File: src/mst_pkg.sv
package mst_pkg;

    // Decay mode codes shared by translator and chopper
    typedef enum logic [1:0] {
        MST_DECAY_SLOW,
        MST_DECAY_FAST,
        MST_DECAY_MIXED
    } mst_decay_t;

    localparam int             MST_CLK_PERIOD_PS = 4000;
    localparam int             MST_BLANK_NS      = 950;
    localparam int             MST_OFF_US        = 38;
    localparam int             MST_FAST_US       = 12;
    // Least times round up, so blanking never ends early
    localparam int             MST_BLANK_CYC     = (MST_BLANK_NS * 1000 + MST_CLK_PERIOD_PS - 1) / MST_CLK_PERIOD_PS;
    localparam int             MST_OFF_CYC       = (MST_OFF_US * 1000000 + MST_CLK_PERIOD_PS - 1) / MST_CLK_PERIOD_PS;
    localparam int             MST_FAST_CYC      = (MST_FAST_US * 1000000 + MST_CLK_PERIOD_PS - 1) / MST_CLK_PERIOD_PS;

    localparam logic [5:0]     MST_HOME_POS      = 6'h08;
    localparam logic [7:0]     MST_HOME_LEVEL    = 8'hB4;
    localparam logic [5:0]     MST_INC_FULL      = 6'h10;
    localparam logic [5:0]     MST_INC_HALF      = 6'h08;
    localparam logic [5:0]     MST_INC_QUARTER   = 6'h04;
    localparam logic [5:0]     MST_INC_SIXTEENTH = 6'h01;

    localparam logic [7:0]     MST_REG_OFF       = 8'h00;
    localparam logic [7:0]     MST_REG_BLANK     = 8'h04;
    localparam logic [7:0]     MST_REG_FAST      = 8'h08;
    localparam logic [7:0]     MST_REG_STATUS    = 8'h0C;

    localparam int             MST_SYNC_W        = 18;

    // Gate vector layout: {sourceA, sinkA, sourceB, sinkB}
    localparam int             MST_G_SRC_A       = 3;
    localparam int             MST_G_SNK_A       = 2;
    localparam int             MST_G_SRC_B       = 1;
    localparam int             MST_G_SNK_B       = 0;

    // Quarter-wave current table in 1/16 step units, full scale 255
    function automatic logic [7:0] mst_sine(input logic [4:0] idx);
        logic [7:0] v;
        v = 8'h00;
        case (idx)
            5'd0:  v = 8'h00;
            5'd1:  v = 8'h19;
            5'd2:  v = 8'h32;
            5'd3:  v = 8'h4A;
            5'd4:  v = 8'h62;
            5'd5:  v = 8'h78;
            5'd6:  v = 8'h8E;
            5'd7:  v = 8'hA2;
            5'd8:  v = 8'hB4;
            5'd9:  v = 8'hC5;
            5'd10: v = 8'hD4;
            5'd11: v = 8'hE1;
            5'd12: v = 8'hEC;
            5'd13: v = 8'hF4;
            5'd14: v = 8'hFA;
            5'd15: v = 8'hFE;
            default: v = 8'hFF;
        endcase
        return v;
    endfunction : mst_sine

endpackage : mst_pkg

File: src/mst_chop_if.sv
`timescale 1ns/1ps
interface mst_chop_if;
    import mst_pkg::*;
    logic        enable;
    logic        stepEvent;
    logic        polarity;
    logic        tripRaw;
    logic        zeroCur;
    logic        rectDisable;
    mst_decay_t  decay;
    logic [15:0] offCycles;
    logic [15:0] blankCycles;
    logic [15:0] fastCycles;
    logic [3:0]  gates;

    modport ctrl (output enable, stepEvent, polarity, tripRaw, zeroCur, rectDisable, decay,
                  offCycles, blankCycles, fastCycles, input gates);
    modport chop (input enable, stepEvent, polarity, tripRaw, zeroCur, rectDisable, decay,
                  offCycles, blankCycles, fastCycles, output gates);
endinterface : mst_chop_if

File: src/mst_chopper.sv
`timescale 1ns/1ps
module mst_chopper
    import mst_pkg::*;
(
    input  wire logic clk,
    input  wire logic nrst,
    mst_chop_if.chop  cif
);

    typedef enum logic [1:0] {ST_ON, ST_FAST, ST_SLOW} mst_chop_state_t;

    mst_chop_state_t stateQ;
    mst_chop_state_t stateD;
    logic [15:0]     offCntQ;
    logic [15:0]     blankCntQ;
    logic            enablePrevQ;
    logic            tripped;
    logic            switchEvent;

    assign tripped     = cif.tripRaw && (blankCntQ == 16'h0000) && (stateQ == ST_ON);
    assign switchEvent = (stateD != stateQ) || cif.stepEvent || (cif.enable != enablePrevQ);

    always_comb begin
        stateD = stateQ;
        if (!cif.enable) begin
            stateD = ST_ON;
        end else begin
            unique case (stateQ)
                ST_ON: begin
                    if (tripped) begin
                        stateD = (cif.decay == MST_DECAY_SLOW) ? ST_SLOW : ST_FAST;
                    end
                end
                ST_FAST: begin
                    if (offCntQ <= 16'h0001) begin
                        stateD = ST_ON;
                    end else if (cif.decay == MST_DECAY_MIXED &&
                                 (cif.offCycles - offCntQ) >= cif.fastCycles) begin
                        stateD = ST_SLOW;
                    end
                end
                ST_SLOW: begin
                    if (offCntQ <= 16'h0001) begin
                        stateD = ST_ON;
                    end
                end
            endcase
        end
    end

    always_ff @(posedge clk or negedge nrst) begin
        if (!nrst) begin
            stateQ      <= ST_ON;
            enablePrevQ <= 1'b0;
        end else begin
            stateQ      <= stateD;
            enablePrevQ <= cif.enable;
        end
    end

    // One-shot off timer, loaded on every turn-off
    always_ff @(posedge clk or negedge nrst) begin
        if (!nrst) begin
            offCntQ <= 16'h0000;
        end else if (stateQ == ST_ON && stateD != ST_ON) begin
            offCntQ <= cif.offCycles;
        end else if (offCntQ != 16'h0000) begin
            offCntQ <= offCntQ - 16'h0001;
        end
    end

    // Blanking restarts on any switching event, rejecting recovery spikes
    always_ff @(posedge clk or negedge nrst) begin
        if (!nrst) begin
            blankCntQ <= 16'h0000;
        end else if (switchEvent) begin
            blankCntQ <= cif.blankCycles;
        end else if (blankCntQ != 16'h0000) begin
            blankCntQ <= blankCntQ - 16'h0001;
        end
    end

    // Gate drive; sync rectification drops at zero current so current never reverses
    always_ff @(posedge clk or negedge nrst) begin
        if (!nrst) begin
            cif.gates <= 4'h0;
        end else if (!cif.enable) begin
            cif.gates <= 4'h0;
        end else begin
            cif.gates <= 4'h0;
            unique case (stateD)
                ST_ON: begin
                    if (cif.polarity) begin
                        cif.gates[MST_G_SRC_A] <= 1'b1;
                        cif.gates[MST_G_SNK_B] <= 1'b1;
                    end else begin
                        cif.gates[MST_G_SRC_B] <= 1'b1;
                        cif.gates[MST_G_SNK_A] <= 1'b1;
                    end
                end
                ST_SLOW: begin
                    // Sources off, the sink stays on
                    cif.gates[MST_G_SNK_B] <= cif.polarity;
                    cif.gates[MST_G_SNK_A] <= !cif.polarity;
                    if (!cif.rectDisable && !cif.zeroCur) begin
                        cif.gates[MST_G_SNK_A] <= 1'b1;
                        cif.gates[MST_G_SNK_B] <= 1'b1;
                    end
                end
                ST_FAST: begin
                    // All off; rectification turns on the opposite diagonal
                    if (!cif.rectDisable && !cif.zeroCur) begin
                        if (cif.polarity) begin
                            cif.gates[MST_G_SRC_B] <= 1'b1;
                            cif.gates[MST_G_SNK_A] <= 1'b1;
                        end else begin
                            cif.gates[MST_G_SRC_A] <= 1'b1;
                            cif.gates[MST_G_SNK_B] <= 1'b1;
                        end
                    end
                end
            endcase
        end
    end

endmodule : mst_chopper

File: src/mst_translator_top.sv
`timescale 1ns/1ps
module mst_translator_top
    import mst_pkg::*;
#(
    parameter int OFF_CYC_DEFAULT   = MST_OFF_CYC,
    parameter int FAST_CYC_DEFAULT  = MST_FAST_CYC,
    parameter int BLANK_CYC_DEFAULT = MST_BLANK_CYC
) (
    input  wire logic        clk,
    input  wire logic        nrst,
    input  wire logic        psel,
    input  wire logic        penable,
    input  wire logic        pwrite,
    input  wire logic [7:0]  paddr,
    input  wire logic [31:0] pwdata,
    output logic [31:0]      prdata,
    output logic             pready,
    output logic             pslverr,
    input  wire logic        step,
    input  wire logic        dir,
    input  wire logic        resolution_sel_lo,
    input  wire logic        resolution_sel_hi,
    input  wire logic        resetN,
    input  wire logic        sleepN,
    input  wire logic        enableN,
    input  wire logic [1:0]  decay_select,
    input  wire logic        rectify_disable,
    input  wire logic        sinkGateSupplyFault,
    input  wire logic        sourceGateSupplyFault,
    input  wire logic        overTemp,
    input  wire logic        logic_supply_lockout,
    input  wire logic [1:0]  chopTrip,
    input  wire logic [1:0]  zeroCurrent,
    output logic [3:0]       gatesPhase1,
    output logic [3:0]       gatesPhase2,
    output logic [7:0]       levelPhase1,
    output logic [7:0]       levelPhase2,
    output logic             polarityPhase1,
    output logic             polarityPhase2,
    output logic             chargePumpEn,
    output logic             home
);

    // Three-stage synchronisers; a change counts once stages two and three agree
    logic [MST_SYNC_W-1:0] rawIn;
    logic [MST_SYNC_W-1:0] s1Q;
    logic [MST_SYNC_W-1:0] s2Q;
    logic [MST_SYNC_W-1:0] s3Q;
    logic [MST_SYNC_W-1:0] stableQ;

    assign rawIn = {zeroCurrent, chopTrip, logic_supply_lockout, overTemp, sourceGateSupplyFault,
                    sinkGateSupplyFault, rectify_disable, decay_select, enableN, sleepN, resetN,
                    resolution_sel_hi, resolution_sel_lo, dir, step};

    always_ff @(posedge clk or negedge nrst) begin
        if (!nrst) begin
            s1Q     <= '0;
            s2Q     <= '0;
            s3Q     <= '0;
            stableQ <= '0;
        end else begin
            s1Q <= rawIn;
            s2Q <= s1Q;
            s3Q <= s2Q;
            for (int i = 0; i < MST_SYNC_W; i++) begin
                if (s2Q[i] == s3Q[i]) begin
                    stableQ[i] <= s3Q[i];
                end
            end
        end
    end

    logic       stepS;
    logic       dirS;
    logic       resLoS;
    logic       resHiS;
    logic       resetNS;
    logic       sleepNS;
    logic       enableNS;
    logic [1:0] decayS;
    logic       rectDisS;
    logic       sinkFaultS;
    logic       srcFaultS;
    logic       overTempS;
    logic       lockoutS;
    logic [1:0] tripS;
    logic [1:0] zeroS;

    assign {zeroS, tripS, lockoutS, overTempS, srcFaultS, sinkFaultS, rectDisS, decayS,
            enableNS, sleepNS, resetNS, resHiS, resLoS, dirS, stepS} = stableQ;

    // Translator held home by reset pin, sleep or logic supply lockout
    logic holdHome;
    logic outputsOn;
    logic stepPrevQ;
    logic stepRise;

    assign holdHome  = !resetNS || !sleepNS || lockoutS;
    assign outputsOn = !holdHome && !enableNS && !sinkFaultS && !srcFaultS && !overTempS;
    assign stepRise  = stepS && !stepPrevQ && !holdHome;

    always_ff @(posedge clk or negedge nrst) begin
        if (!nrst) begin
            stepPrevQ <= 1'b0;
        end else begin
            stepPrevQ <= stepS;
        end
    end

    // Position in sixteenth steps; resolution and direction sampled only on the edge
    logic [5:0] posQ;
    logic [5:0] posD;
    logic [5:0] inc;

    always_comb begin
        unique case ({resHiS, resLoS})
            2'b00: inc = MST_INC_FULL;
            2'b01: inc = MST_INC_HALF;
            2'b10: inc = MST_INC_QUARTER;
            2'b11: inc = MST_INC_SIXTEENTH;
        endcase
        posD = dirS ? 6'(posQ + inc) : 6'(posQ - inc);
    end

    always_ff @(posedge clk or negedge nrst) begin
        if (!nrst) begin
            posQ <= MST_HOME_POS;
        end else if (holdHome) begin
            posQ <= MST_HOME_POS;
        end else if (stepRise) begin
            posQ <= posD;
        end
    end

    // Phase 1 follows cosine, phase 2 sine of the electrical angle
    function automatic logic [8:0] mst_phase(input logic [5:0] p, input logic isCos);
        logic [4:0] r;
        logic       odd;
        logic       neg;
        r   = {1'b0, p[3:0]};
        odd = p[4] ^ isCos;
        neg = isCos ? (p[5] ^ p[4]) : p[5];
        return {!neg, mst_sine(odd ? 5'd16 - r : r)};
    endfunction : mst_phase

    logic [8:0] ph1Next;
    logic [8:0] ph2Next;

    assign ph1Next = mst_phase(holdHome ? MST_HOME_POS : posD, 1'b1);
    assign ph2Next = mst_phase(holdHome ? MST_HOME_POS : posD, 1'b0);

    mst_decay_t decayPick;
    mst_decay_t decay1Q;
    mst_decay_t decay2Q;

    always_comb begin
        unique case (decayS)
            2'b00:   decayPick = MST_DECAY_SLOW;
            2'b01:   decayPick = MST_DECAY_FAST;
            default: decayPick = MST_DECAY_MIXED;
        endcase
    end

    logic stepEventQ;

    always_ff @(posedge clk or negedge nrst) begin
        if (!nrst) begin
            levelPhase1    <= MST_HOME_LEVEL;
            levelPhase2    <= MST_HOME_LEVEL;
            polarityPhase1 <= 1'b1;
            polarityPhase2 <= 1'b1;
            decay1Q        <= MST_DECAY_MIXED;
            decay2Q        <= MST_DECAY_MIXED;
            stepEventQ     <= 1'b0;
        end else begin
            stepEventQ <= stepRise;
            if (holdHome) begin
                {polarityPhase1, levelPhase1} <= ph1Next;
                {polarityPhase2, levelPhase2} <= ph2Next;
                decay1Q                       <= MST_DECAY_MIXED;
                decay2Q                       <= MST_DECAY_MIXED;
            end else if (stepRise) begin
                {polarityPhase1, levelPhase1} <= ph1Next;
                {polarityPhase2, levelPhase2} <= ph2Next;
                decay1Q <= (ph1Next[7:0] < levelPhase1) ? decayPick : MST_DECAY_SLOW;
                decay2Q <= (ph2Next[7:0] < levelPhase2) ? decayPick : MST_DECAY_SLOW;
            end
        end
    end

    always_ff @(posedge clk or negedge nrst) begin
        if (!nrst) begin
            home         <= 1'b0;
            chargePumpEn <= 1'b0;
        end else begin
            // Next position, so the flag moves in the same cycle as the levels
            home         <= resetNS && !holdHome && ((stepRise ? posD : posQ) == MST_HOME_POS);
            chargePumpEn <= sleepNS;
        end
    end

    // Software-set timing counts
    logic [15:0] offCycQ;
    logic [15:0] blankCycQ;
    logic [15:0] fastCycQ;
    logic        apbAccess;

    assign apbAccess = psel && penable && !pready;

    always_ff @(posedge clk or negedge nrst) begin
        if (!nrst) begin
            offCycQ   <= 16'(OFF_CYC_DEFAULT);
            blankCycQ <= 16'(BLANK_CYC_DEFAULT);
            fastCycQ  <= 16'(FAST_CYC_DEFAULT);
        end else if (apbAccess && pwrite) begin
            unique case (paddr)
                MST_REG_OFF:   offCycQ   <= pwdata[15:0];
                MST_REG_BLANK: blankCycQ <= pwdata[15:0];
                MST_REG_FAST:  fastCycQ  <= pwdata[15:0];
                default: ;
            endcase
        end
    end

    // One wait state; the answer is always registered
    always_ff @(posedge clk or negedge nrst) begin
        if (!nrst) begin
            pready  <= 1'b0;
            pslverr <= 1'b0;
            prdata  <= 32'h0000_0000;
        end else begin
            pready  <= apbAccess;
            pslverr <= 1'b0;
            prdata  <= 32'h0000_0000;
            if (apbAccess) begin
                unique case (paddr)
                    MST_REG_OFF:    prdata <= {16'h0000, offCycQ};
                    MST_REG_BLANK:  prdata <= {16'h0000, blankCycQ};
                    MST_REG_FAST:   prdata <= {16'h0000, fastCycQ};
                    MST_REG_STATUS: prdata <= {3'h0, decay2Q, decay1Q, levelPhase2, levelPhase1,
                                               polarityPhase2, polarityPhase1, home, posQ};
                    default:        pslverr <= 1'b1;
                endcase
            end
        end
    end

    mst_chop_if chop1 ();
    mst_chop_if chop2 ();

    always_comb begin
        chop1.enable      = outputsOn;
        chop1.stepEvent   = stepEventQ;
        chop1.polarity    = polarityPhase1;
        chop1.tripRaw     = tripS[0];
        chop1.zeroCur     = zeroS[0];
        chop1.rectDisable = rectDisS;
        chop1.decay       = decay1Q;
        chop1.offCycles   = offCycQ;
        chop1.blankCycles = blankCycQ;
        chop1.fastCycles  = fastCycQ;
        chop2.enable      = outputsOn;
        chop2.stepEvent   = stepEventQ;
        chop2.polarity    = polarityPhase2;
        chop2.tripRaw     = tripS[1];
        chop2.zeroCur     = zeroS[1];
        chop2.rectDisable = rectDisS;
        chop2.decay       = decay2Q;
        chop2.offCycles   = offCycQ;
        chop2.blankCycles = blankCycQ;
        chop2.fastCycles  = fastCycQ;
    end

    mst_chopper uChop1 (
        .clk  (clk),
        .nrst (nrst),
        .cif  (chop1.chop)
    );

    mst_chopper uChop2 (
        .clk  (clk),
        .nrst (nrst),
        .cif  (chop2.chop)
    );

    assign gatesPhase1 = chop1.gates;
    assign gatesPhase2 = chop2.gates;

endmodule : mst_translator_top

File: config.mk
export PLATFORM = sky130hd
export DESIGN_NAME = mst_translator_top
export DESIGN_NICKNAME = d
export VERILOG_FILES = /design/src/mst_pkg.sv /design/src/mst_chop_if.sv /design/src/mst_chopper.sv /design/src/mst_translator_top.sv
export SDC_FILE = /design/constraint.sdc
export NUM_CORES = 1
export LEC_CHECK = 0
export BUFFER_PORTS_ARGS = -buffer_cell sky130_fd_sc_hd__buf_2
export CORE_ASPECT_RATIO = 0.5
export CORE_MARGIN = 2
export CORE_UTILIZATION = 45
export DETAILED_ROUTE_END_ITERATION = 12
export HOLD_SLACK_MARGIN = 0.08
export SLEW_MARGIN = 30
export SYNTH_ARGS = -nofsm -noshare
export SYNTH_HDL_FRONTEND = slang
export SYNTH_SLANG_ARGS = --single-unit
File: constraint.sdc
create_clock -name clk -period 7.7 [get_ports clk]
set_clock_uncertainty 0.1 [all_clocks]
set_input_delay 0.385 -clock clk [delete_from_list [all_inputs] [get_ports clk]]
set_output_delay 0.385 -clock clk [all_outputs]
set_load 0.005 [all_outputs]
; After elaboration in Yosys (flattened, before gate mapping)
; Memories as Yosys holds them, arrays and structs flattened.
; Index checks and enable logic that the tools add are counted.
[totals]
regBits = 263
rom_bits = 256
out_inout_bits = 62
mem_count = 2
[op_classes]
add_sub_neg = 9
n_lt_le_gt_ge = 6
n_eq_ne = 39
muxes = 74
bitwise = 1
n_reduce_logical = 69
[mem_list]
columns = name, depth, word_bits, read_ports, rd_ports_with_merged_regs, wr, line
row1 = (no name shown), 16, 8, 1, 0, 0, mst_pkg.sv:43  ; case (idx)
row2 = (no name shown), 16, 8, 1, 0, 0, mst_pkg.sv:43
[op_table]
columns = op, n
row1 = 16-bit two-way mux, 8
row2 = 29-bit case mux with 4 select lines, 1
row3 = 16-bit nonzero test, 4
row4 = 16-bit by 1-bit subtractor with 16-bit output (second input constant), 4
row5 = 8-bit two-way mux, 6
row6 = 2-bit two-way mux, 22
row7 = 16-bit >= comparator, 2
row8 = 16-bit by 1-bit <= comparator with 1-bit output (second input constant), 2
row9 = 16-bit logical NOT, 2
row10 = 16-bit subtractor, 2
row11 = 29-bit two-way mux, 1
row12 = 6-bit two-way mux, 4
row13 = 6-bit case mux with 4 select lines, 1
row14 = 1-bit logical AND, 21
row15 = 1-bit equality test, 18
row16 = 2-bit equality test (second input constant), 8
row17 = 8-bit by 4-bit equality test with 1-bit output (second input constant), 2
row18 = 1-bit logical NOT, 16
row19 = 2-bit logical NOT, 8
row20 = 8-bit < comparator, 2
row21 = 4-bit two-way mux, 4
row22 = 1-bit two-way mux, 14
row23 = 2-bit nonzero test, 7
row24 = 2-bit by 1-bit equality test with 1-bit output (second input constant), 6
row25 = other kinds (17), 33

; Longest topological paths before layout
[depth]
ltp_word = 13
ltp_mapped = 26
ltp_nobuf = 25

; Hierarchy
; From an unflattened synthesis, not the netlist that was laid out.
[unflattened]
hier_cells = 1480
area_unflattened_um2 = 15363.5
[modules_own_cells]
columns = mod, instances, cells_each, area_each_um2, seq_area_each_um2
row1 = mst_translator_top, 1, 634, 8221.6, 4619.4
row2 = mst_chopper, 2, 423, 3570.9, 975.9

; Least setup slack after synthesis
; OpenSTA, ideal clock, no wires.
[synth_timing]
path_kind = register -> register
from = reg stableQ[3]
to = reg decay1Q[1] (netlist: chop1.decay[1])
setup_ns = 0.079
arrival_time_ns = 4.611
required_ns = 7.521
slack_ns = 2.911
path_stages_with_launch = 24
path_buffers = 0
synth_period_minus_slack_ns = 4.789
cell_sequence = dfrtp_1 > and2_1 > ha_1 > fa_1 > a21o_1 > a211oi_2 > nor2_2 > nand2_1 > mux2i_1 > inv_1 > ha_1 > nor4_1 > a21oi_1 > a211oi_1 > a21o_1 > nand2_1 > ha_1 > a21oi_1 > nor2b_1 > o21ai_0 > nand2b_1 > a21oi_1 > nand3_1 > o21ai_0
[synth_between]
elab_chain_cells = 13
[synth_lines]
columns = item, line
row1 = from (decl), mst_translator_top.sv:49  ; logic [MST_SYNC_W-1:0] stableQ;
row2 = "from (signal, indexed assignment)", mst_translator_top.sv:67  ; stableQ[i] <= s3Q[i];
row3 = 2-bit equality test (tied with other cells), mst_translator_top.sv:116  ; unique case ({resHiS, resLoS})
row4 = 6-bit case mux with 4 select lines (*), mst_translator_top.sv:116
row5 = 6-bit subtractor / 6-bit adder (equally long branches), mst_translator_top.sv:122  ; posD = dirS ? 6'(posQ + inc) : 6'(posQ - inc);
row6 = 6-bit two-way mux (*), mst_translator_top.sv:122
row7 = 6-bit two-way mux (*), mst_translator_top.sv:149  ; assign ph1Next = mst_phase(holdHome ? MST_HOME_POS : posD, 1'b1);
row8 = 5-bit by 4-bit subtractor with 5-bit output, mst_translator_top.sv:143  ; return {!neg, mst_sine(odd ? 5'd16 - r : r)};
row9 = 5-bit two-way mux (*), mst_translator_top.sv:143
row10 = memory read 16 x 8 bit, -
row11 = 8-bit two-way mux (*), mst_pkg.sv:43
row12 = named net ph1Next[4], mst_translator_top.sv:146  ; logic [8:0] ph1Next;
row13 = 8-bit < comparator (*), mst_translator_top.sv:185  ; decay1Q <= (ph1Next[7:0] < levelPhase1) ? decayPick : MST_DECAY_SLOW;
row14 = 2-bit two-way mux (*), mst_translator_top.sv:185
row15 = 2-bit two-way mux (*), mst_translator_top.sv:182  ; end else if (stepRise) begin
row16 = 2-bit two-way mux (*), mst_translator_top.sv:177  ; if (holdHome) begin
row17 = to (signal assigned), mst_translator_top.sv:185
row18 = to (decl), mst_translator_top.sv:153  ; mst_decay_t decay1Q;
; Mark *: on every way through the listed nets, which the timed path passes. The rest lies on a longest branch. The select of a mux whose other input is x is not followed.
; A chain may end at the register's enable or synchronous reset.

; Final worst setup path
[layout_timing]
from = reg offCycQ[2] (netlist: chop1.offCycles[2])
to = reg uChop1.offCntQ[3]
[layout_between]
elab_chain_cells = 10
[layout_lines]
columns = item, line
row1 = from (decl), mst_translator_top.sv:203  ; logic [15:0] offCycQ;
row2 = from (signal assigned), mst_translator_top.sv:212  ; offCycQ <= 16'(OFF_CYC_DEFAULT);
row3 = from (signal assigned), mst_translator_top.sv:217  ; MST_REG_OFF: offCycQ <= pwdata[15:0];
row4 = 16-bit subtractor (*), mst_chopper.sv:38  ; (cif.offCycles - offCntQ) >= cif.fastCycles) begin
row5 = 16-bit >= comparator (*), mst_chopper.sv:38
row6 = 1-bit logical AND (*), mst_chopper.sv:37  ; end else if (cif.decay == MST_DECAY_MIXED &&
row7 = 2-bit two-way mux (*), mst_chopper.sv:37
row8 = 2-bit two-way mux (*), mst_chopper.sv:35  ; if (offCntQ <= 16'h0001) begin
row9 = 2-bit case mux with 3 select lines (*), mst_chopper.sv:28  ; unique case (stateQ)
row10 = 2-bit two-way mux (*), mst_chopper.sv:25  ; if (!cif.enable) begin
row11 = named net uChop1.stateD[1], mst_chopper.sv:13  ; mst_chop_state_t stateD;
row12 = 2-bit nonzero test (*), mst_chopper.sv:65  ; end else if (stateQ == ST_ON && stateD != ST_ON) begin
row13 = 1-bit logical AND (*), mst_chopper.sv:65
row14 = 16-bit two-way mux / 2-bit nonzero test (equally long branches), -
row15 = to (signal assigned), mst_chopper.sv:66  ; offCntQ <= cif.offCycles;
row16 = to (signal assigned), mst_chopper.sv:68  ; offCntQ <= offCntQ - 16'h0001;
row17 = to (decl), mst_chopper.sv:14  ; logic [15:0] offCntQ;
; Mark *: on every way through the listed nets, which the timed path passes. The rest lies on a longest branch.

==> run metrics <==
status finished, final reports clean; drt total wl 37.5 mm; Rel. slew slack 33.8%; Post-Syn Instances 1465; crit path max fanout 31; die width 261 um; Max clock buf depth 3; synth top area cells dfrtp_1 (38%), ha_1 (9.4%), dfstp_2 (5.6%); Achievable Freq 0.170 GHz; clock latency on the worst-skew pair 0.55 ns; Mean Syn Cell Area 10.2 um^2; PwrDens 277 nW/um^2; pre-CTS setup slack 1.89 ns; via count 11600; DRC violations left 0; RSZ-0062 raised after global routing false; DR pass1 iterations 5; Clk pin slew, worst setup/hold paths 0.06 ns; Main synth FF type dfrtp_1; CP top delay family compound AO/OA/AOI/OAI gates; number of flops mapped to enable cells by yosys 0; WS Path Type reg2reg; global router's overall resource usage 22.1%; P&R area growth vs syn 14.8%; Worst Hold Path Cells 4; Max stage delay on crit path 0.62 ns; antenna cell count 0; CTS Hold Bufs 37; vias in the first global route 11500; htree depth 1; final period utilization 76.6%; Hold Path Class in2reg; Global Route met2 Usage 35.6%; fraction of layout cells with a size suffix above 1 18.3%; Netlist cell types 83; Yosys top cell by area dfrtp_1; Setup TNS Final 0 ns; core area 32800 um^2; fin crit period 5.90 ns; Netlist Area Pre-Place 14900 um^2; worst setup margin 1.80 ns; worst vdd ir 0.168 mV; CP Cell Sequence ha_1 -> nor2b_1 -> o21ai_0 -> a21boi_0 -> o41ai_1 -> o2111ai_1 -> a31o_2 -> a21oi_1 -> xnor2_1 -> ha_1 -> nand4_1 -> nor2_1 -> nand3_1 -> o211ai_1 -> o21bai_1 -> a31oi_1 -> inv_1 -> ha_1 -> nor2b_4 -> a21oi_1 -> a22o_1; area share of the largest cell type after synthesis 38.3%; actual slew at the worst max-slew pin 0.993 ns; max cap viols 0; #FFs+latches synth 260; Post-CTS Repair Setup Buffers 0; row cnt 47; global-route wire length before repair 60.9 mm; YS warnings 0; Worst Reg-to-Reg Cells 21; routed len/inst 18.2 um; largest net degree at the start of global routing 153; IO Count 125; final hold viol count 0; GRT busiest layer met2; clk root buf clkbuf_16; hpwl dp 27.8 mm; worst endpoint required time 8.03 ns; Post-synth ARST share 100%; final setup fails 0; filler cell count 2958; Post-DRT Antenna Nets 0; met3 Resource Use GR 2.80%; die area 34700 um^2; antenna violations before repair 0; DRT iter0 DRCs 849; WP depth 21; # resized after CTS 0; Initial Util 45.4%; met1 usage 31.8%; clk sink count 260; CTS tree done; Die Y 133 um; slowest CP cell dfstp_2; Setup crit start kind flop; CP Buf/Inv Count 1; Max Slew Vio Count 0; sequential cell area fraction in the yosys report 44.0%; Leak 7.98 nW; nets 1780; total CTS buffers 25; crit end category flop; IO buf count 105; grt ovf 0; Final GP Congestion 0.890; Most common cell on crit path ha_1; post-DR vias/cell 5.61; crit path DAT 6.23 ns
[per-layer routing]
metal	vias to the layer above	share of wire [%]
li1	5487	-
met1	5756	47
met2	272	46
met3	52	4.4
met4	0	1.9
met5	-	0
[cells in the mapped netlist, types with 16 or more instances]
library cell  count
a21oi_1          66
and3_1           26
clkbuf_1         31
dfrtp_1         228
dfstp_2          32
ha_1            112
inv_1            93
maj3_1           18
mux2_2           52
mux4_2           16
nand2_1         140
nand2b_1         16
nand3_1          36
nor2_1          109
nor3_1           43
nor4_1           18
o21a_1           18
o21ai_0          87
o31ai_1          17
xnor2_1          54
xor2_1           19
[sequential cells by signal (all words and copies together) (netlist names), 6 cells and up]
name and cells:
stableQ 18, levelPhase2 8, uChop1.offCntQ 16, prdata 29, uChop2.offCntQ 16, uChop1.blankCntQ 16
chop1.fastCycles 16, blankCycQ 16, posQ 6, levelPhase1 8, s2Q 18, uChop2.blankCntQ 16
s3Q 18, chop1.offCycles 16, s1Q 18
[cell type report]
type / instances / area [um^2] / share of cell area, %
sequential: 260 / 6550 / 38.3
tap: 441 / 552 / 3.23
timing repair buffer: 151 / 990 / 5.79
clock inverter: 13 / 130 / 0.761
multi-input combinational: 1068 / 7810 / 45.7
inverter: 96 / 360 / 2.11
clock buffer: 33 / 706 / 4.13
[cells by family (layout without fill, tap and decap cells)]
group,count (synthesis),in the layout,synth area share [%]
AOI/OAI and AO/OA,285,285,12.1
xor gates and xnor gates,73,73,4.29
adders and majority gates,133,133,11.0
buffers and inverters,139,293,3.81
DFF,260,260,44.0
muxes,100,100,8.90
other,1,3,0.0252
and+or+nand+nor,474,474,15.9
[power by group]
group          switching (mW)  internal [mW]  total, mW
registers               0.207           1.57       1.78
logic                   0.936          0.755       1.69
clock network           0.557          0.715       1.27
[path summary, 6_finish.rpt]
| kind | start | end | slack (ns) |
|---|---|---|---|
| hold / removal | psel | pready | 0.19 |
| setup / recovery | chop1.offCycles[2] | uChop1.offCntQ[3] | 1.80 |
| min in group asynchronous | nrst | levelPhase2[3] | 0.34 |
| max in group asynchronous | nrst | uChop1.offCntQ[6] | 5.79 |
| setup reg to reg | chop1.offCycles[2] | uChop1.offCntQ[3] | 1.80 |
| hold reg to reg | s1Q[0] | s2Q[0] | 0.25 |
[worst min-delay path, cell delays in order]
cell     delay, ns
buf_2         0.09
nand2_1       0.06
nor2_1        0.04
buf_4         0.19
[placed cells by master, fill, tap and decap left out, types with 6 or more instances in the layout]
cell | Yosys | routed
a211oi_1 | 11 | 11
mux4_2 | 16 | 16
a21o_1 | 12 | 12
dfstp_2 | 32 | 32
a21oi_1 | 66 | 66
and3_1 | 26 | 26
mux2_4 | 9 | 9
o21a_1 | 18 | 18
clkinv_2 | 0 | 6
xor2_1 | 19 | 19
clkbuf_16 | 0 | 25
maj3_1 | 18 | 18
nor3_1 | 43 | 43
buf_4 | 4 | 7
and2_1 | 11 | 11
dlygate4sd3_1 | 0 | 37
nand4_1 | 12 | 12
nand2b_1 | 16 | 16
o31ai_1 | 17 | 17
dfrtp_1 | 228 | 228
o21ai_0 | 87 | 87
ha_1 | 112 | 112
nand3_1 | 36 | 36
nor4_1 | 18 | 18
mux2_2 | 52 | 52
a31oi_1 | 15 | 15
mux2i_1 | 12 | 12
o211ai_1 | 12 | 12
nand2_1 | 140 | 140
nor2b_1 | 11 | 9
xnor2_1 | 54 | 54
buf_2 | 5 | 104
or3_1 | 14 | 14
mux2_1 | 11 | 11
nor2_1 | 109 | 109
inv_1 | 93 | 93
[per-stage QoR]
step                std cells  power (mW)  instance area, um^2  util [%]  hold WS [ns]
floorplan                1467        3.00                14900         -       -0.0106
detailed placement       1979        3.46                15900      48.4         0.235
finish                   2062        4.74                17100      52.1         0.194
global placement         1978        3.38                15900      48.4         0.232
CTS                      2062        4.76                17100      52.1         0.174
global route             2062        5.07                17100      52.1         0.200
Power figures use the tool's default switching activity.
